===== src/pwm16_pkg.sv =====
/*
 * Constants for the 16-bit dual-slope PWM timer: mode codes, fixed tops,
 * prescale factors and reset values.
 * Assumes a single 50 MHz clock and a synchronous active-high reset.
 */
// Summary of operation
// - Modes 1,2,3,10,11 count up then down
// - Modes 1,2,3 turn at 0x00FF/0x01FF/0x03FF
// - Mode 10 top capture, 11 compare A
// - Modes 8,9 frequency correct, tops capture/A
// - Both families use dual-slope counting
// - Counter holds top for one tick
// - Non-inverting: clear up-match, set down-match
// - Output code 2 normal, 3 inverted
// - Compare flag set when count equals compare
// - Phase correct: overflow flag at bottom
// - Phase correct: load at top, top flag
// - Frequency correct: load and overflow at bottom
// - Frequency correct: top flag when reaching top
// - Variable top from 0x0003 to 0xFFFF
// - Fixed top masks compare writes to resolution
// - Phase correct: compare 0 low, top high
// - Frequency correct: compare 0 low, top high
// - Pin driven only when direction is output
// - Period is 2 x prescale x top
// - Output code 0 disconnects compare output
// - Code 1 toggles A if top bit
package pwm16_pkg;

    localparam int COUNT_W = 16;
    localparam int CLK_PERIOD_NS = 20;

    localparam logic [3:0] WAVE_PC8 = 4'h1;
    localparam logic [3:0] WAVE_PC9 = 4'h2;
    localparam logic [3:0] WAVE_PC10 = 4'h3;
    localparam logic [3:0] WAVE_PFC_CAP = 4'h8;
    localparam logic [3:0] WAVE_PFC_CMPA = 4'h9;
    localparam logic [3:0] WAVE_PC_CAP = 4'hA;
    localparam logic [3:0] WAVE_PC_CMPA = 4'hB;
    localparam int WAVE_TOP_BIT = 3;

    localparam logic [15:0] TOP_8BIT = 16'h00FF;
    localparam logic [15:0] TOP_9BIT = 16'h01FF;
    localparam logic [15:0] TOP_10BIT = 16'h03FF;
    localparam logic [15:0] TOP_MIN_VARIABLE = 16'h0003;

    localparam logic [1:0] OUT_DISCONNECT = 2'h0;
    localparam logic [1:0] OUT_TOGGLE = 2'h1;
    localparam logic [1:0] OUT_NORMAL = 2'h2;
    localparam logic [1:0] OUT_INVERTED = 2'h3;

    localparam logic [2:0] PRESCALE_STOP = 3'h0;
    localparam logic [2:0] PRESCALE_SEL_1 = 3'h1;
    localparam logic [2:0] PRESCALE_SEL_8 = 3'h2;
    localparam logic [2:0] PRESCALE_SEL_64 = 3'h3;
    localparam logic [2:0] PRESCALE_SEL_256 = 3'h4;
    localparam logic [2:0] PRESCALE_SEL_1024 = 3'h5;
    localparam int PRESCALE_W = 10;
    localparam logic [9:0] DIV_1 = 10'h000;
    localparam logic [9:0] DIV_8 = 10'h007;
    localparam logic [9:0] DIV_64 = 10'h03F;
    localparam logic [9:0] DIV_256 = 10'h0FF;
    localparam logic [9:0] DIV_1024 = 10'h3FF;

    localparam logic [15:0] COUNT_RESET = 16'h0000;
    localparam logic [15:0] COMPARE_RESET = 16'h0000;

endpackage


===== src/compare_channel.sv =====
/*
 * One compare channel: double-buffered compare value, match detect and
 * the waveform level it drives.
 * Assumes the parent supplies the tick, direction, top and update strobe.
 */
`timescale 1ns/1ps
`default_nettype none
module compare_channel
    import pwm16_pkg::*;
#(
    parameter bit CAN_TOGGLE = 1'b0
) (
    input wire logic ref_clk_i,
    input wire logic rst_i,
    input wire logic tick_i,
    input wire logic wr_i,
    input wire logic [COUNT_W-1:0] wdata_i,
    input wire logic load_i,
    input wire logic [COUNT_W-1:0] count_i,
    input wire logic dir_up_i,
    input wire logic [COUNT_W-1:0] top_i,
    input wire logic [1:0] mode_i,
    input wire logic wave_top_bit_i,
    output logic match_o,
    output logic [COUNT_W-1:0] active_o,
    output logic wave_o
);
    logic [COUNT_W-1:0] buffer_q;
    logic wave_q;
    logic level_d;

    // -----------------------------------------------------------------
    // Buffer and active compare value
    // -----------------------------------------------------------------
    always_ff @(posedge ref_clk_i) begin
        if (rst_i) begin
            buffer_q <= COMPARE_RESET;
        end else if (wr_i) begin
            buffer_q <= wdata_i;
        end
    end

    // Software may write in the load cycle: the fresh value goes live
    always_ff @(posedge ref_clk_i) begin
        if (rst_i) begin
            active_o <= COMPARE_RESET;
        end else if (load_i) begin
            active_o <= wr_i ? wdata_i : buffer_q;
        end
    end

    assign match_o = tick_i && (count_i == active_o);

    // -----------------------------------------------------------------
    // Waveform level
    // -----------------------------------------------------------------
    always_comb begin
        if (active_o == top_i) begin
            level_d = 1'b1;
        end else if (active_o == COMPARE_RESET) begin
            level_d = 1'b0;
        end else begin
            level_d = ~dir_up_i;
        end
    end

    always_ff @(posedge ref_clk_i) begin
        if (rst_i) begin
            wave_q <= 1'b0;
        end else if (match_o) begin
            case (mode_i)
                OUT_NORMAL: wave_q <= level_d;
                OUT_INVERTED: wave_q <= ~level_d;
                OUT_TOGGLE: begin
                    if (CAN_TOGGLE && wave_top_bit_i) begin
                        wave_q <= ~wave_q;
                    end
                end
                default: wave_q <= wave_q;
            endcase
        end
    end

    assign wave_o = wave_q;
endmodule
`default_nettype wire


===== src/dual_slope_pwm_timer16.sv =====
/*
 * Dual-slope 16-bit PWM timer: prescaler, up/down counter, top select,
 * two compare channels, event flags and pin muxing.
 * Assumes control bits are steady plain inputs and pins are resolved
 * outside from value and output enable.
 */
`timescale 1ns/1ps
`default_nettype none
module dual_slope_pwm_timer16
    import pwm16_pkg::*;
(
    input wire logic ref_clk_i,
    input wire logic rst_i,
    input wire logic [2:0] clock_select_i,
    input wire logic [3:0] waveform_mode_bits_i,
    input wire logic [1:0] output_mode_bits_a_i,
    input wire logic [1:0] output_mode_bits_b_i,
    input wire logic [COUNT_W-1:0] write_data_i,
    input wire logic compare_a_wr_i,
    input wire logic compare_b_wr_i,
    input wire logic capture_top_wr_i,
    input wire logic overflow_clear_i,
    input wire logic compare_a_clear_i,
    input wire logic compare_b_clear_i,
    input wire logic capture_clear_i,
    input wire logic pin_direction_bit_a_i,
    input wire logic pin_direction_bit_b_i,
    input wire logic port_data_a_i,
    input wire logic port_data_b_i,
    output logic [COUNT_W-1:0] count_value_o,
    output logic [COUNT_W-1:0] capture_top_value_o,
    output logic count_up_o,
    output logic overflow_flag_o,
    output logic compare_a_flag_o,
    output logic compare_b_flag_o,
    output logic capture_flag_o,
    output logic compare_a_output_o,
    output logic compare_a_output_oe_o,
    output logic compare_b_output_o,
    output logic compare_b_output_oe_o
);
    logic [PRESCALE_W-1:0] div_q;
    logic [PRESCALE_W-1:0] div_limit;
    logic tick;
    logic dual_slope;
    logic phase_correct;
    logic top_is_capture;
    logic top_is_cmpa;
    logic fixed_top;
    logic [COUNT_W-1:0] top;
    logic [COUNT_W-1:0] wdata_masked;
    logic at_top;
    logic at_bottom;
    logic load;
    logic match_a;
    logic match_b;
    logic [COUNT_W-1:0] active_a;
    logic [COUNT_W-1:0] active_b;
    logic wave_a;
    logic wave_b;
    logic connect_a;
    logic connect_b;

    // -----------------------------------------------------------------
    // Prescaler: one-cycle timer tick
    // -----------------------------------------------------------------
    always_comb begin
        case (clock_select_i)
            PRESCALE_SEL_1: div_limit = DIV_1;
            PRESCALE_SEL_8: div_limit = DIV_8;
            PRESCALE_SEL_64: div_limit = DIV_64;
            PRESCALE_SEL_256: div_limit = DIV_256;
            PRESCALE_SEL_1024: div_limit = DIV_1024;
            default: div_limit = DIV_1;
        endcase
    end

    // Period = 2 x factor x top follows from one step per tick
    always_ff @(posedge ref_clk_i) begin
        if (rst_i || clock_select_i == PRESCALE_STOP || div_q >= div_limit) begin
            div_q <= '0;
        end else begin
            div_q <= div_q + 1'b1;
        end
    end

    // A stopped prescaler parks the divider, so a restart gives a full first step
    assign tick = (clock_select_i != PRESCALE_STOP) && (div_q >= div_limit);

    // -----------------------------------------------------------------
    // Mode decode and top select
    // -----------------------------------------------------------------
    always_comb begin
        phase_correct = 1'b0;
        dual_slope = 1'b1;
        top_is_capture = 1'b0;
        top_is_cmpa = 1'b0;
        fixed_top = 1'b1;
        top = TOP_8BIT;
        case (waveform_mode_bits_i)
            WAVE_PC8: begin
                phase_correct = 1'b1;
                top = TOP_8BIT;
            end
            WAVE_PC9: begin
                phase_correct = 1'b1;
                top = TOP_9BIT;
            end
            WAVE_PC10: begin
                phase_correct = 1'b1;
                top = TOP_10BIT;
            end
            WAVE_PC_CAP: begin
                phase_correct = 1'b1;
                top_is_capture = 1'b1;
                fixed_top = 1'b0;
                top = capture_top_value_o;
            end
            WAVE_PC_CMPA: begin
                phase_correct = 1'b1;
                top_is_cmpa = 1'b1;
                fixed_top = 1'b0;
                top = active_a;
            end
            WAVE_PFC_CAP: begin
                top_is_capture = 1'b1;
                fixed_top = 1'b0;
                top = capture_top_value_o;
            end
            WAVE_PFC_CMPA: begin
                top_is_cmpa = 1'b1;
                fixed_top = 1'b0;
                top = active_a;
            end
            default: begin
                dual_slope = 1'b0;
                fixed_top = 1'b0;
            end
        endcase
    end

    // Unused high bits are dropped at write time, not at compare time
    assign wdata_masked = fixed_top ? (write_data_i & top) : write_data_i;

    // Variable top is stored as written; below 0x0003 there is no useful PWM
    always_ff @(posedge ref_clk_i) begin
        if (rst_i) begin
            capture_top_value_o <= COMPARE_RESET;
        end else if (capture_top_wr_i) begin
            capture_top_value_o <= write_data_i;
        end
    end

    // -----------------------------------------------------------------
    // Up/down counter
    // -----------------------------------------------------------------
    assign at_top = tick && dual_slope && count_up_o && (count_value_o == top);
    assign at_bottom = tick && dual_slope && !count_up_o && (count_value_o == COUNT_RESET);

    always_ff @(posedge ref_clk_i) begin
        if (rst_i) begin
            count_value_o <= COUNT_RESET;
            count_up_o <= 1'b1;
        end else if (tick) begin
            if (!dual_slope) begin
                count_value_o <= COUNT_RESET;
                count_up_o <= 1'b1;
            end else if (count_up_o) begin
                if (count_value_o == top) begin
                    count_up_o <= 1'b0;
                    count_value_o <= count_value_o - 1'b1;
                end else begin
                    count_value_o <= count_value_o + 1'b1;
                end
            end else if (count_value_o == COUNT_RESET) begin
                count_up_o <= 1'b1;
                count_value_o <= count_value_o + 1'b1;
            end else begin
                count_value_o <= count_value_o - 1'b1;
            end
        end
    end

    // Outside the dual-slope modes compare writes go live at once
    assign load = !dual_slope || (phase_correct ? at_top : at_bottom);

    // -----------------------------------------------------------------
    // Compare channels
    // -----------------------------------------------------------------
    compare_channel #(
        .CAN_TOGGLE(1'b1)
    ) u_chan_a (
        .ref_clk_i(ref_clk_i),
        .rst_i(rst_i),
        .tick_i(tick && dual_slope),
        .wr_i(compare_a_wr_i),
        .wdata_i(wdata_masked),
        .load_i(load),
        .count_i(count_value_o),
        .dir_up_i(count_up_o),
        .top_i(top),
        .mode_i(output_mode_bits_a_i),
        .wave_top_bit_i(waveform_mode_bits_i[WAVE_TOP_BIT]),
        .match_o(match_a),
        .active_o(active_a),
        .wave_o(wave_a)
    );

    compare_channel #(
        .CAN_TOGGLE(1'b0)
    ) u_chan_b (
        .ref_clk_i(ref_clk_i),
        .rst_i(rst_i),
        .tick_i(tick && dual_slope),
        .wr_i(compare_b_wr_i),
        .wdata_i(wdata_masked),
        .load_i(load),
        .count_i(count_value_o),
        .dir_up_i(count_up_o),
        .top_i(top),
        .mode_i(output_mode_bits_b_i),
        .wave_top_bit_i(waveform_mode_bits_i[WAVE_TOP_BIT]),
        .match_o(match_b),
        .active_o(active_b),
        .wave_o(wave_b)
    );

    // -----------------------------------------------------------------
    // Event flags: a set in the clear cycle wins
    // -----------------------------------------------------------------
    always_ff @(posedge ref_clk_i) begin
        if (rst_i) begin
            overflow_flag_o <= 1'b0;
        end else begin
            overflow_flag_o <= at_bottom
                || (overflow_flag_o && !overflow_clear_i);
        end
    end

    always_ff @(posedge ref_clk_i) begin
        if (rst_i) begin
            compare_a_flag_o <= 1'b0;
        end else begin
            compare_a_flag_o <= match_a || (at_top && top_is_cmpa)
                || (compare_a_flag_o && !compare_a_clear_i);
        end
    end

    always_ff @(posedge ref_clk_i) begin
        if (rst_i) begin
            compare_b_flag_o <= 1'b0;
        end else begin
            compare_b_flag_o <= match_b || (compare_b_flag_o && !compare_b_clear_i);
        end
    end

    always_ff @(posedge ref_clk_i) begin
        if (rst_i) begin
            capture_flag_o <= 1'b0;
        end else begin
            capture_flag_o <= (at_top && top_is_capture)
                || (capture_flag_o && !capture_clear_i);
        end
    end

    // -----------------------------------------------------------------
    // Pin muxing, registered so each pin follows the wave one clock later
    // -----------------------------------------------------------------
    assign connect_a = (output_mode_bits_a_i == OUT_NORMAL)
        || (output_mode_bits_a_i == OUT_INVERTED)
        || (output_mode_bits_a_i == OUT_TOGGLE && waveform_mode_bits_i[WAVE_TOP_BIT]);
    assign connect_b = (output_mode_bits_b_i == OUT_NORMAL)
        || (output_mode_bits_b_i == OUT_INVERTED);

    always_ff @(posedge ref_clk_i) begin
        if (rst_i) begin
            compare_a_output_o <= 1'b0;
            compare_a_output_oe_o <= 1'b0;
        end else begin
            compare_a_output_o <= (connect_a && dual_slope) ? wave_a : port_data_a_i;
            compare_a_output_oe_o <= pin_direction_bit_a_i;
        end
    end

    always_ff @(posedge ref_clk_i) begin
        if (rst_i) begin
            compare_b_output_o <= 1'b0;
            compare_b_output_oe_o <= 1'b0;
        end else begin
            compare_b_output_o <= (connect_b && dual_slope) ? wave_b : port_data_b_i;
            compare_b_output_oe_o <= pin_direction_bit_b_i;
        end
    end

    // Channel B's live compare value is not needed at this level
    logic unused_b;
    assign unused_b = ^active_b;
endmodule
`default_nettype wire


===== config.mk =====
export PLATFORM = sky130hd
export DESIGN_NAME = dual_slope_pwm_timer16
export DESIGN_NICKNAME = d
export VERILOG_FILES = /design/src/pwm16_pkg.sv /design/src/compare_channel.sv /design/src/dual_slope_pwm_timer16.sv
export SDC_FILE = /design/constraint.sdc
export NUM_CORES = 1
export LEC_CHECK = 0
export BUFFER_PORTS_ARGS = -buffer_cell sky130_fd_sc_hd__buf_2
export CAP_MARGIN = 30
export CORE_UTILIZATION = 45
export DETAILED_ROUTE_END_ITERATION = 6
export PLACE_DENSITY = 0.74
export SYNTH_ARGS = -nofsm -noshare
export SYNTH_HDL_FRONTEND = slang
export SYNTH_HIERARCHICAL = 1
export SYNTH_SLANG_ARGS = --single-unit

===== constraint.sdc =====
create_clock -name ref_clk_i -period 7 [get_ports ref_clk_i]
set_input_delay 2.1 -clock ref_clk_i [delete_from_list [all_inputs] [get_ports ref_clk_i]]
set_output_delay 2.1 -clock ref_clk_i [all_outputs]
set_load 0.02 [all_outputs]

* After elaboration in Yosys (flattened, before gate mapping)
Index checks and enable logic that the tools add are counted.
Storage, ports and cells: RAM bits 0, output and inout port bits 41, memory bits (read-only) 0, memories 0, bits of input ports 40, flip-flop bits (word level) 117, latch bits 0, word-level logic and storage cells 125
Operators by class: multiplexer cells 28, eq/ne operators 22, add/sub/neg operators 3, $mul 0, reductions and logical operators 48, divide/modulo/power cells 0, magnitude comparators 1, bitwise gates (word level) 5, shift operators 0
Operators with widths (count):
- 16-bit two-way mux | 7
- 16-bit equality test | 5
- 16-bit one-hot mux with 4 select lines | 1
- 16-bit zero test | 3
- 10-bit one-hot mux with 4 select lines | 1
- 1-bit logical AND | 17
- 1-bit two-way mux | 17
- 16-bit by 1-bit adder with 16-bit output (second input constant) | 1
- 16-bit AND | 1
- 4-bit equality test (second input constant) | 4
- 16-bit by 1-bit subtractor with 16-bit output (second input constant) | 1
- 1-bit logical OR | 11
- 10-bit by 1-bit adder with 10-bit output (second input constant) | 1
- 10-bit >= comparator | 1
- 2-bit equality test (second input constant) | 4
- 4-bit by 2-bit equality test with 1-bit output (second input constant) | 2
- 7-bit OR reduction | 1
- 3-bit by 2-bit equality test with 1-bit output (second input constant) | 2
- 3-bit equality test (second input constant) | 2
- 1-bit zero test | 6
- 3-bit nonzero test | 2
- 5-bit OR reduction | 1
- 4-bit by 1-bit equality test with 1-bit output (second input constant) | 1
- 1-bit NOT | 4
- 10 further kinds | 11

* Logic depth before layout (Yosys ltp)
Gate-level depths: netlist (run 1).
depth after elaboration 10, mapped depth 14

* Cells and area by module
Netlist (run 1), hierarchy kept.
Modules (own cells, without submodules):
- dual_slope_pwm_timer16 | area each 3534.6 µm², cells each 438, times used 1
- compare_channel at u_chan_b | area each 1585.3 µm², cells each 168, times used 1
- compare_channel at u_chan_a | area each 1579.0 µm², cells each 168, times used 1

* Worst setup path before layout (run 1)
Ideal clock, no wire load.
kind input-to-reg, start input port clock_select_i[2], end register u_chan_a.active_o[6], data required time 6.914 ns, data arrival time 5.410 ns, setup slack 1.505 ns, buffers on the path 1, setup time 0.086 ns, cell stages on the path 14, cell sequence nor2b_1 > or2_2 > ha_1 > nand2b_1 > a21o_1 > a21o_1 > a31oi_1 > o21a_1 > nor3_1 > a211oi_1 > o21ai_0 > clkbuf_1 > nor2_1 > a211oi_1
On the way: longest elaborated chain between the ends 9, elaborated cells between the ends (all ways) 15, those cells by class order compare (1); eq/ne (4); mux (2); reduce/logical (8)
Ends and longest elaborated chain:
- start, declared | RTL line dual_slope_pwm_timer16.sv:14 | input wire logic [2:0] clock_select_i,
- 3-bit equality test or 3-bit by 2-bit equality test with 1-bit output (tied branches) | RTL line dual_slope_pwm_timer16.sv:68 | case (clock_select_i)
- 10-bit one-hot mux with 4 select lines | RTL line dual_slope_pwm_timer16.sv:68
- 10-bit >= comparator | RTL line dual_slope_pwm_timer16.sv:88 | assign tick = (clock_select_i != PRESCALE_STOP) && (div_q >= div_limit);
- 1-bit logical AND * | RTL line dual_slope_pwm_timer16.sv:88
- 1-bit logical AND * | RTL line dual_slope_pwm_timer16.sv:157, dual_slope_pwm_timer16.sv:158
- 1-bit logical AND, on equally long branches (2 in series) | RTL line dual_slope_pwm_timer16.sv:158, dual_slope_pwm_timer16.sv:157
- 1-bit two-way mux * | RTL line dual_slope_pwm_timer16.sv:185 | assign load = !dual_slope || (phase_correct ? at_top : at_bottom);
- 1-bit logical OR * | RTL line dual_slope_pwm_timer16.sv:185
- via load | RTL line dual_slope_pwm_timer16.sv:54 | logic load;
- end signal, assigned | RTL line compare_channel.sv:48 | active_o <= wr_i ? wdata_i : buffer_q;
- end, declared | RTL line compare_channel.sv:25 | output logic [COUNT_W-1:0] active_o,
Mark *: on every way through the listed nets, which the timed path passes. The rest lies on a longest branch. A chain may end at the register's enable or synchronous reset.

* Worst setup path after layout (run 1)
start input port waveform_mode_bits_i[3], end register u_chan_b.active_o[3]
On the way: elaborated cells between the ends (all ways) 28, those cells by class eq/ne (8); mux (7); bitwise (1); reduce/logical (12)
RTL lines:
- start, declared | RTL line dual_slope_pwm_timer16.sv:15 | input wire logic [3:0] waveform_mode_bits_i,
- 4-bit equality test | RTL line dual_slope_pwm_timer16.sv:100 | case (waveform_mode_bits_i)
- 2-bit OR reduction (no line)
- 16-bit one-hot mux with 4 select lines * | RTL line dual_slope_pwm_timer16.sv:100
- via top[3] | RTL line dual_slope_pwm_timer16.sv:50 | logic [COUNT_W-1:0] top;
- 16-bit equality test * | RTL line dual_slope_pwm_timer16.sv:157 | assign at_top = tick && dual_slope && count_up_o && (count_value_o == top);
- 1-bit logical AND * | RTL line dual_slope_pwm_timer16.sv:157
- 1-bit two-way mux * | RTL line dual_slope_pwm_timer16.sv:185
- 1-bit logical OR * | RTL line dual_slope_pwm_timer16.sv:185
- via load | RTL line dual_slope_pwm_timer16.sv:54
- end signal, assigned | RTL line compare_channel.sv:48
- end, declared | RTL line compare_channel.sv:25
Marked as above.

==> results.py, run 1 <==
metrics = {
    "clocking": {
        "h-tree-depth": 4,
        "cts_tree": "done",
        "clk_pin_slew_ns": 0.05,
        "clock-root-buffer": "clkbuf_16",
        "post_cts.repair.setup_buffers": 0,
        "cts_inserted_buffers": 17,
        "cts_resized": 0,
        "clkSinkCount": 117,
        "clock_latency_ns": 0.43,
        "cts_hold_buffers": 0,
        "clock_path_buffers": 2,
    },
    "synthesis": {
        "muxShareOfSynthArea_pct": 11.84,
        "ys_warn_count": 6,
        "yosys-top-cells-count": "121 x nor2_1, 117 x dfxtp_1, 77 x mux2i_1, 56 x xnor2_1, 35 x clkbuf_1",
        "synth_compound_area_share_pct": 13.41,
        "synth.distinct_cells": 64,
        "synthFlopType": "dfxtp_1",
        "synth_edf_count": 0,
        "synth_xor_area_share_pct": 10.46,
        "synth_top_family_by_area": "simple AND/OR/NAND/NOR gates",
        "ys_seq_elements": 117,
        "synth_cells": 774,
        "synth_area_mm2": 0.006699,
        "yosysMostFrequentCell": "nor2_1",
        "synthAdderAreaFrac_pct": 2.615,
        "syn_nets": 828,
        "synth_largest_area_cell": "dfxtp_1",
        "syn_area_per_cell_um2": 8.655,
        "yosys.area_share.simple_pct": 22.39,
        "ys_async_sr_fraction_pct": 0,
        "seq_area_frac_synth_pct": 34.96,
        "synthTopCellsByArea": "dfxtp_1 35%, mux2i_1 12%, xnor2_1 7.3%",
        "synth.top_cell.area_share_pct": 34.96,
    },
    "route": {
        "drc_errors": 0,
        "routed_wl_mm": 17.98,
        "drtAntennaViolNets": 0,
        "dr.first_iter.drc_count": 500,
        "vias": 5965,
        "wire_per_inst_um": 17.54,
        "via_per_inst": 5.820,
        "first_pass_iters": 5,
    },
    "setup_path": {
        "arrival_ns": 5.49,
        "path_cells": "buf_2, nor2b_1, buf_4, nand2_1, xor2_1, nor4_1, and3_2, a21oi_1, o21ai_4, buf_4, nor2_1, a211oi_1",
        "start_kind": "input port",
        "critPathMaxFanout": 64,
        "worstSetupEndpointType": "flip-flop",
        "critPathKind": "input port to flip-flop",
        "critical-path-max-stage-delay_ns": 0.54,
        "crit_slowest_cell": "nor2b_1",
        "cp_data_required_time_ns": 7.31,
        "cpMostUsedCell": "buf_4",
    },
    "pwr": {
        "swShare_pct": 28.08,
        "combPwrFrac_pct": 13.6,
        "p_seq_share_pct": 40.8,
        "ir_worst_vdd_uv": 173.8,
        "p_int_mw": 1.318,
        "clkPwrFrac_pct": 45.6,
        "p_sw_mw": 0.5145,
        "leakage_nw": 3.344,
        "power_density_mw_per_mm2": 236.9,
        "finalPower_mw": 1.832,
    },
    "global_route": {
        "grt_pass1_vias": 5612,
        "grt_pass1_wl_mm": 28.76,
        "overflow": 0,
        "antenna_found_initial": 0,
        "globalRouteTotalUtil_pct": 24.76,
        "grt_max_degree": 78,
    },
    "cells_and_area": {
        "layout-drive-gt1-share_pct": 16.65,
        "syn2layout_area_growth_pct": 15.45,
        "instances_no_fill": 1025,
        "filler_cell_count": 1322,
        "n_antenna_cell": 0,
        "fin_nets": 882,
    },
    "sta": {
        "slew_viol_final": 0,
        "hold_violations": 0,
        "tightest_slew_ns": 0.9888,
        "min_period_ns": 5.176,
        "setup_viol": 0,
        "post-route-period-util_pct": 73.95,
        "rsz0062_at_grt": "false",
        "slew_headroom_pct": 33.52,
        "worst_clock_skew_ns": 0.01841,
        "max_freq_mhz": 193.2,
        "setup-tns-final_ns": 0,
    },
    "die": {
        "start_util_pct": 46.09,
        "std_cell_rows": 44,
        "core_area_mm2": 0.01453,
        "die-width_um": 124.0,
        "boundaryPins": 81,
        "die_height_um": 124.0,
        "die-area_mm2": 0.01538,
    },
    "hold_path": {
        "hp-class": "flip-flop to flip-flop",
    },
    "flow_run": {
        "max-cap-violations": 0,
    },
    "outcome": {
        "status": "complete, no violations",
    },
    "place": {
        "io_buffers": 80,
        "dp.cells": 993,
        "place_congestion": 0.9728,
        "dp_hpwl_mm": 12.92,
    },
}
==> sequential cells by signal (all words and copies together), names as in the netlist <==
register,cells
capture_flag_o,1
capture_top_value_o,16
compare_a_flag_o,1
compare_a_output_o,1
compare_a_output_oe_o,1
compare_b_flag_o,1
compare_b_output_o,1
compare_b_output_oe_o,1
count_up_o,1
count_value_o,16
div_q,10
overflow_flag_o,1
u_chan_a/active_o,16
u_chan_a/buffer_q,16
u_chan_a/wave_o,1
u_chan_b/active_o,16
u_chan_b/buffer_q,16
u_chan_b/wave_o,1
==> cells by family after synthesis <==
kind of cell	after synthesis
buffers and inverters	68
and+or+nand+nor	298
xor gates and xnor gates	80
AOI/OAI and AO/OA	118
adders and majority gates	14
muxes	79
DFF	117
==> through the flow <==
stage                     utilization [%]  hold slack (ns)  setup slack [ns]  cell area [um2]
after CTS                           53.21           0.4798             1.894             7734
after detailed placement            49.24           0.4711             1.504             7157
after global routing                53.21           0.5193             1.558             7734
after global placement              49.21           0.4564             1.559             7152
final                               53.21           0.4774             1.824             7734
after floorplan                         -           0.4372             1.505             6699
==> placed cells by master (no fill, tap or decap), types with 8 or more instances in the layout <==
cell | synthesis | layout
a211oi_1 | 33 | 33
nor2_1 | 121 | 121
clkbuf_16 | 0 | 17
inv_1 | 18 | 18
dfxtp_1 | 117 | 117
nand2_1 | 29 | 29
nand3_1 | 24 | 24
o21ai_0 | 11 | 10
nor3_1 | 16 | 16
buf_2 | 9 | 80
ha_1 | 14 | 14
a21oi_1 | 23 | 23
mux2i_1 | 77 | 77
nand4_1 | 18 | 18
nand2b_1 | 8 | 8
nor2b_1 | 15 | 15
xor2_1 | 24 | 24
or3_1 | 10 | 10
nor4_1 | 18 | 18
xnor2_1 | 56 | 56
==> worst max-delay path: cells and delay by family <==
kind,cells,cell delay (ns)
AND/OR/NAND/NOR,5,1.64
AO/OA/AOI/OAI,3,0.52
buffers and inverters,3,1.01
XOR/XNOR,1,0.19
==> routing by layer <==
metal	GRT usage, %	share of wire (%)	up-vias
met3	6.181	6.5	41
met1	31.01	45	2822
met4	11.31	2.6	0
met2	39.90	46	231
met5	0	0	-
li1	-	-	2871
==> cell type report <==
cell class	instances	area [um2]	share of cell area, %
clock inverters	13	123.9	1.602
inverters	18	67.56	0.8736
clock buffers	19	452.9	5.857
multi-input cells	589	4079	52.74
repair buffers	85	437.9	5.663
well taps	184	230.2	2.977
flip-flops and latches	117	2342	30.29
==> final timing paths <==
path	cells after the start	end	slack, ns	from
min reg2reg	1	div_q[0]$_SDFF_PP0_	0.48	div_q[0]$_SDFF_PP0_
min	1	div_q[0]$_SDFF_PP0_	0.48	div_q[0]$_SDFF_PP0_
max	12	u_chan_b/active_o[3]$_SDFFE_PP0P_	1.82	waveform_mode_bits_i[3]
max reg2reg	9	u_chan_b/active_o[3]$_SDFFE_PP0P_	3.10	count_value_o[4]$_SDFFE_PP0N_
==> power groups by stage <==
stage               combinational (mW)  sequential (mW)  clock (mW)
finish                           0.249            0.748       0.836
global route                     0.276            0.751       0.880
CTS                              0.247            0.746       0.848
detailed placement               0.244            0.760           0
global placement                 0.240            0.759           0
floorplan                        0.182            0.752           0
Power figures use the tool's default switching activity.
==> inputs of run 2 (changes only) <==
==> constraint.sdc (replaced) <==
create_clock -name ref_clk_i -period 5.4 [get_ports ref_clk_i]
set_input_delay 1.62 -clock ref_clk_i [delete_from_list [all_inputs] [get_ports ref_clk_i]]
set_output_delay 1.62 -clock ref_clk_i [all_outputs]
set_load 0.02 [all_outputs]
==> run 2 against run 1 <==
Via count rose by 0.25%. Routed wire length rose by 1.7%. Cell count rose by 0.49%. Core utilization rose by 0.30 points. Final area rose by 0.57%. Highest routed layer unchanged. First-iteration DRC count rose by 1.0%. Sequential power rose by 30%. Die area did not move. Clock skew fell by 0.011 ns. Largest power group unchanged. Setup slack got worse by 1.1 ns. Global-route usage rose by 0.46 points.
==> results.py, run 2 (synthesis gave the netlist of run 1 again) <==
metrics = {
    "outcome": {
        "status": "complete, no violations",
    },
    "setup_path": {
        "arrival_ns": 5.00,
        "rrSetupSlack_ns": 1.46,
        "cp_data_required_time_ns": 5.72,
        "start_kind": "input port",
        "critPathMaxFanout": 64,
        "worstSetupEndpointType": "flip-flop",
        "critPathKind": "input port to flip-flop",
    },
    "cells_and_area": {
        "layout-drive-gt1-share_pct": 17.02,
        "n_antenna_cell": 0,
        "utilization_pct": 53.51,
        "final_cell_mix": "121 x nor2_1, 117 x dfxtp_1, 79 x buf_2",
        "syn2layout_area_growth_pct": 16.10,
        "fin_nets": 887,
        "finish.instance_area_mm2": 0.007777,
        "mostFrequentLayoutCell": "nor2_1",
    },
    "clocking": {
        "h-tree-depth": 4,
        "clk_pin_slew_ns": 0.05,
        "cts_inserted_buffers": 17,
        "cts_hold_buffers": 0,
        "clock-root-buffer": "clkbuf_16",
        "clock_path_buffers": 2,
        "cts_tree": "done",
        "cts_resized": 0,
        "clkSinkCount": 117,
        "clock_latency_ns": 0.42,
        "post_cts.repair.setup_buffers": 0,
    },
    "route": {
        "via_per_inst": 5.806,
        "drc_errors": 0,
        "first_pass_iters": 7,
        "dr.first_iter.drc_count": 505,
        "wire_per_inst_um": 17.76,
        "drtAntennaViolNets": 0,
        "vias": 5980,
        "routed_wl_mm": 18.29,
    },
    "sta": {
        "setup_viol": 0,
        "hold_violations": 0,
        "tightest_slew_ns": 0.8215,
        "max_freq_mhz": 213.6,
        "setup-tns-final_ns": 0,
        "min_period_ns": 4.681,
        "holdWs_ns": 0.4753,
        "rsz0062_at_grt": "false",
        "slew_viol_final": 0,
        "post-route-period-util_pct": 86.69,
        "slew_headroom_pct": 44.99,
        "worst_clock_skew_ns": 0.007164,
    },
    "pwr": {
        "swShare_pct": 27.82,
        "leakage_nw": 3.372,
        "p_int_mw": 1.731,
        "ir_worst_vdd_uv": 233.2,
        "power_density_mw_per_mm2": 308.4,
        "p_seq_share_pct": 40.4,
        "combPwrFrac_pct": 13.7,
        "p_sw_mw": 0.6673,
        "clkPwrFrac_pct": 45.9,
    },
    "place": {
        "place_congestion": 0.9238,
        "place_area_mm2": 0.007197,
        "io_buffers": 80,
        "dp_hpwl_mm": 13.08,
    },
    "global_route": {
        "grt_max_degree": 76,
        "overflow": 0,
        "grt_pass1_wl_mm": 29.13,
        "globalRouteTotalUtil_pct": 25.22,
        "grt_pass1_vias": 5712,
        "antenna_found_initial": 0,
    },
    "die": {
        "die-area_mm2": 0.01538,
        "boundaryPins": 81,
        "start_util_pct": 46.09,
        "core_area_mm2": 0.01453,
        "die_height_um": 124.0,
        "std_cell_rows": 44,
        "die-width_um": 124.0,
    },
    "flow_run": {
        "max-cap-violations": 0,
    },
    "hold_path": {
        "hp-class": "flip-flop to flip-flop",
    },
}
-- run 2: layer usage --
metal | track usage [%] | up-vias | wire length [um]
li1 | - | 2882 | -
met1 | 32.08 | 2764 | 7972
met2 | 39.44 | 279 | 8393
met3 | 5.907 | 55 | 1311
met4 | 13.47 | 0 | 613
met5 | 0 | - | 0
-- run 2: metrics by stage --
step                      setup slack [ns]  power, mW  std cells
after floorplan                     0.3848      1.211        774
after global placement              0.5328      1.299        998
after detailed placement            0.4259      1.307        998
after CTS                           0.7834      2.410       1030
after global routing                0.5022      2.487       1030
final                               0.7187      2.399       1030
-- run 2: final timing paths --
kind,start,endpoint,cells after the start
min,capture_flag_o$_SDFF_PP0_,capture_flag_o$_SDFF_PP0_,2
max reg2reg,count_value_o[5]$_SDFFE_PP0N_,u_chan_b/active_o[2]$_SDFFE_PP0P_,9
max,clock_select_i[2],u_chan_b/active_o[2]$_SDFFE_PP0P_,15
min reg2reg,capture_flag_o$_SDFF_PP0_,capture_flag_o$_SDFF_PP0_,2
-- run 2: power by group through the flow --
stage	Combinational (mW)	Clock, mW	Sequential (mW)
after floorplan	0.236	0	0.975
after global placement	0.315	0	0.984
after detailed placement	0.322	0	0.985
after CTS	0.325	1.12	0.967
after global routing	0.360	1.15	0.973
final	0.329	1.10	0.969
-- run 2: cell type report --
class                           instances  area [um2]
Inverter                               18       67.56
Sequential cell                       117        2342
Timing Repair Buffer                   90       478.0
Tap cell                              184       230.2
Clock buffer                           18       429.2
Fill cell                            1394        6756
Multi-Input combinational cell        589        4079
Clock inverter                         14       151.4
-- run 2: critical path, stage by stage --
cell,delay [ns]
buf_2,0.11
nor2b_1,0.15
or2_2,0.32
ha_1,0.27
nand2b_1,0.09
a21o_1,0.10
a21o_1,0.11
a31oi_1,0.10
o21a_1,0.24
nor3_1,0.52
a211oi_1,0.22
o21ai_4,0.17
buf_4,0.49
nor2_1,0.16
a211oi_1,0.28
==> inputs of run 3 (changes only) <==
--- a/config.mk
+++ b/config.mk
@@ -5,8 +5,8 @@
 export SDC_FILE = /design/constraint.sdc
 export NUM_CORES = 1
 export LEC_CHECK = 0
+export ABC_AREA = 1
 export BUFFER_PORTS_ARGS = -buffer_cell sky130_fd_sc_hd__buf_2
-export CAP_MARGIN = 30
 export CORE_UTILIZATION = 45
 export DETAILED_ROUTE_END_ITERATION = 6
 export PLACE_DENSITY = 0.74
==> run 3 against run 2 <==
Global-route usage rose by 2.0 points. Clock power rose by 16%. Largest power group unchanged. Fmax rose by 7.4%. Critical path type unchanged. Synthesized cell count rose by 61%. Total power rose by 10%. Clock-buffer cell count rose by 3. Sequential power fell by 2%.
==> results.py, run 3 <==
metrics = {
    "synthesis": {
        "ys_async_sr_fraction_pct": 0,
        "yosysMostFrequentCell": "nand2_1",
        "synth.top_cell.area_share_pct": 30.23,
        "syn_area_per_cell_um2": 6.208,
        "synth_largest_area_cell": "dfxtp_1",
        "ys_seq_elements": 117,
        "seq_area_frac_synth_pct": 30.23,
        "synthTopCellsByArea": "dfxtp_1 30%, nand2_1 18%, inv_1 9.2%",
        "synth_cells": 1248,
        "synth_area_mm2": 0.007747,
        "synthFlopType": "dfxtp_1",
        "synth.distinct_cells": 42,
        "synth_edf_count": 0,
        "ys_warn_count": 6,
        "syn_nets": 1302,
        "yosys-top-cells-count": "380 x nand2_1, 189 x inv_1, 124 x nor2_1, 117 x dfxtp_1, 83 x nand3_1",
    },
    "setup_path": {
        "ff2ff_path_depth": 14,
        "rrSetupSlack_ns": 2.33,
        "worstSetupEndpointType": "flip-flop",
        "critPathKind": "input port to flip-flop",
        "critical-path-max-stage-delay_ns": 0.36,
        "worstReg2RegEnd": "u_chan_b/active_o[6]$_SDFFE_PP0P_",
        "crit_buf_inv": 5,
        "critPathMaxFanout": 18,
        "cpMostUsedCell": "nand2_1",
        "critPathTopFamily": "simple AND/OR/NAND/NOR gates",
        "arrival_ns": 4.72,
        "start_kind": "input port",
        "path_cells": "buf_2, inv_1, nor2_1, a21oi_1, ha_1, nand2_1, nor4_1, nand3_1, nand4_1, nand2_1, buf_4, nor2_1, nand2_1, o211ai_1, inv_1, a21oi_1, nand2_1, inv_1",
        "cp_data_required_time_ns": 5.76,
        "crit_slowest_cell": "o211ai_1",
        "rr_startpoint": "div_q[7]$_SDFF_PP0_",
    },
    "cells_and_area": {
        "syn2layout_area_growth_pct": 14.74,
        "mostFrequentLayoutCell": "nand2_1",
        "n_antenna_cell": 0,
        "final_cell_mix": "380 x nand2_1, 189 x inv_1, 124 x nor2_1",
        "layout-drive-gt1-share_pct": 12.50,
        "fin_nets": 1361,
        "utilization_pct": 53.23,
    },
    "pwr": {
        "p_int_mw": 1.900,
        "leakage_nw": 4.769,
        "p_seq_share_pct": 36.1,
        "ir_worst_vdd_uv": 275.5,
        "clkPwrFrac_pct": 48.6,
        "swShare_pct": 28.02,
        "combPwrFrac_pct": 15.2,
        "p_sw_mw": 0.7395,
        "finalPower_mw": 2.639,
        "power_density_mw_per_mm2": 296.9,
    },
    "clocking": {
        "cts_tree": "done",
        "cts_hold_buffers": 0,
        "clock_path_buffers": 2,
        "clkSinkCount": 117,
        "cts_resized": 0,
        "clock_latency_ns": 0.42,
        "post_cts.repair.setup_buffers": 0,
        "h-tree-depth": 4,
        "cts_inserted_buffers": 17,
        "clk_pin_slew_ns": 0.05,
        "clock-root-buffer": "clkbuf_16",
    },
    "sta": {
        "worst_clock_skew_ns": 0.007570,
        "slew_headroom_pct": 41.03,
        "slew_viol_final": 0,
        "hold_violations": 0,
        "setup-tns-final_ns": 0,
        "setup_viol": 0,
        "rsz0062_at_grt": "false",
        "min_period_ns": 4.360,
        "post-route-period-util_pct": 80.74,
        "max_freq_mhz": 229.4,
        "tightest_slew_ns": 0.8845,
    },
    "flow_run": {
        "max-cap-violations": 0,
    },
    "route": {
        "drc_errors": 0,
        "wire_per_inst_um": 15.26,
        "routed_wl_mm": 23.50,
        "vias": 7951,
        "via_per_inst": 5.163,
        "drtAntennaViolNets": 0,
        "first_pass_iters": 5,
        "dr.first_iter.drc_count": 695,
    },
    "place": {
        "dp_hpwl_mm": 17.53,
        "io_buffers": 80,
        "place_congestion": 0.9462,
    },
    "global_route": {
        "grt_pass1_vias": 7227,
        "antenna_found_initial": 0,
        "globalRouteTotalUtil_pct": 27.23,
        "overflow": 0,
        "grt_pass1_wl_mm": 37.67,
        "grt_max_degree": 87,
    },
    "die": {
        "std_cell_rows": 47,
        "die-area_mm2": 0.01774,
        "core_area_mm2": 0.01670,
        "die-width_um": 133.2,
        "boundaryPins": 81,
        "die_height_um": 133.2,
        "start_util_pct": 46.39,
    },
    "hold_path": {
        "whs_endpoint": "capture_flag_o$_SDFF_PP0_",
        "hp-class": "flip-flop to flip-flop",
        "min_from": "capture_flag_o$_SDFF_PP0_",
        "whs_path_depth": 2,
    },
    "outcome": {
        "status": "complete, no violations",
    },
}
run 3: worst max path at each step:
stage	start	endpoint	cells after the start
final	clock_select_i[2]	u_chan_b/active_o[6]$_SDFFE_PP0P_	18
after global routing	clock_select_i[2]	u_chan_b/active_o[6]$_SDFFE_PP0P_	18
after CTS	clock_select_i[2]	u_chan_b/active_o[6]$_SDFFE_PP0P_	18
after detailed placement	clock_select_i[2]	u_chan_b/active_o[4]$_SDFFE_PP0P_	18
after global placement	clock_select_i[2]	u_chan_b/active_o[15]$_SDFFE_PP0P_	18
after floorplan	clock_select_i[1]	u_chan_a/active_o[0]$_SDFFE_PP0P_	18
run 3: logic make-up (layout without fill, tap and decap cells):
family                     after synthesis  in the layout  share of synthesized area [%]
adders and majority gates               14             14                          2.261
muxes                                   32             32                          4.134
and+or+nand+nor                        671            671                          37.95
AOI/OAI and AO/OA                      120            120                          7.978
DFF                                    117            117                          30.23
xor gates and xnor gates                36             36                          4.070
buffers and inverters                  258            330                          13.37
run 3: per-layer routing:
| layer | track usage, % | part of all wire (%) |
|---|---|---|
| met1 | 37.86 | 47 |
| met3 | 4.224 | 6.9 |
| met2 | 41.91 | 44 |
| met5 | 0 | 0 |
| met4 | 11.30 | 2.9 |
run 3: power by group through the flow:
stage	clock (mW)	combinational, mW	sequential (mW)
6_report	1.28	0.402	0.954
5_1_grt	1.33	0.454	0.958
4_1_cts	1.29	0.396	0.952
3_5_place_dp	0	0.391	0.971
3_3_place_gp	0	0.386	0.970
2_1_floorplan	0	0.279	0.969
run 3: layout make-up:
| cell class | instances | area (um2) |
|---|---|---|
| clock buffers | 21 | 470.5 |
| clock inverters | 11 | 196.4 |
| fillers | 1699 | 7811 |
| inverters | 214 | 805.8 |
| multi-input cells | 873 | 4369 |
| flip-flops and latches | 117 | 2342 |
| well taps | 220 | 275.3 |
| repair buffers | 84 | 430.4 |
run 3: stage by stage:
step	setup WS, ns	hold WS (ns)	area, um2	cells
after floorplan	1.285	0.4297	7747	1248
final	1.040	0.4607	8890	1540
after detailed placement	0.7643	0.4518	8223	1508
after global routing	0.6502	0.4892	8890	1540
after CTS	1.120	0.4616	8890	1540
after global placement	0.8794	0.4412	8223	1508
run 3: worst reg2reg max path, delay by kind of cell (launching register included):
| family | cells | cell delay (ns) |
|---|---|---|
| simple gates | 8 | 1.15 |
| compound gates | 2 | 0.61 |
| flops | 1 | 0.35 |
| buf+inv | 3 | 0.60 |
| fa+ha+maj | 1 | 0.31 |
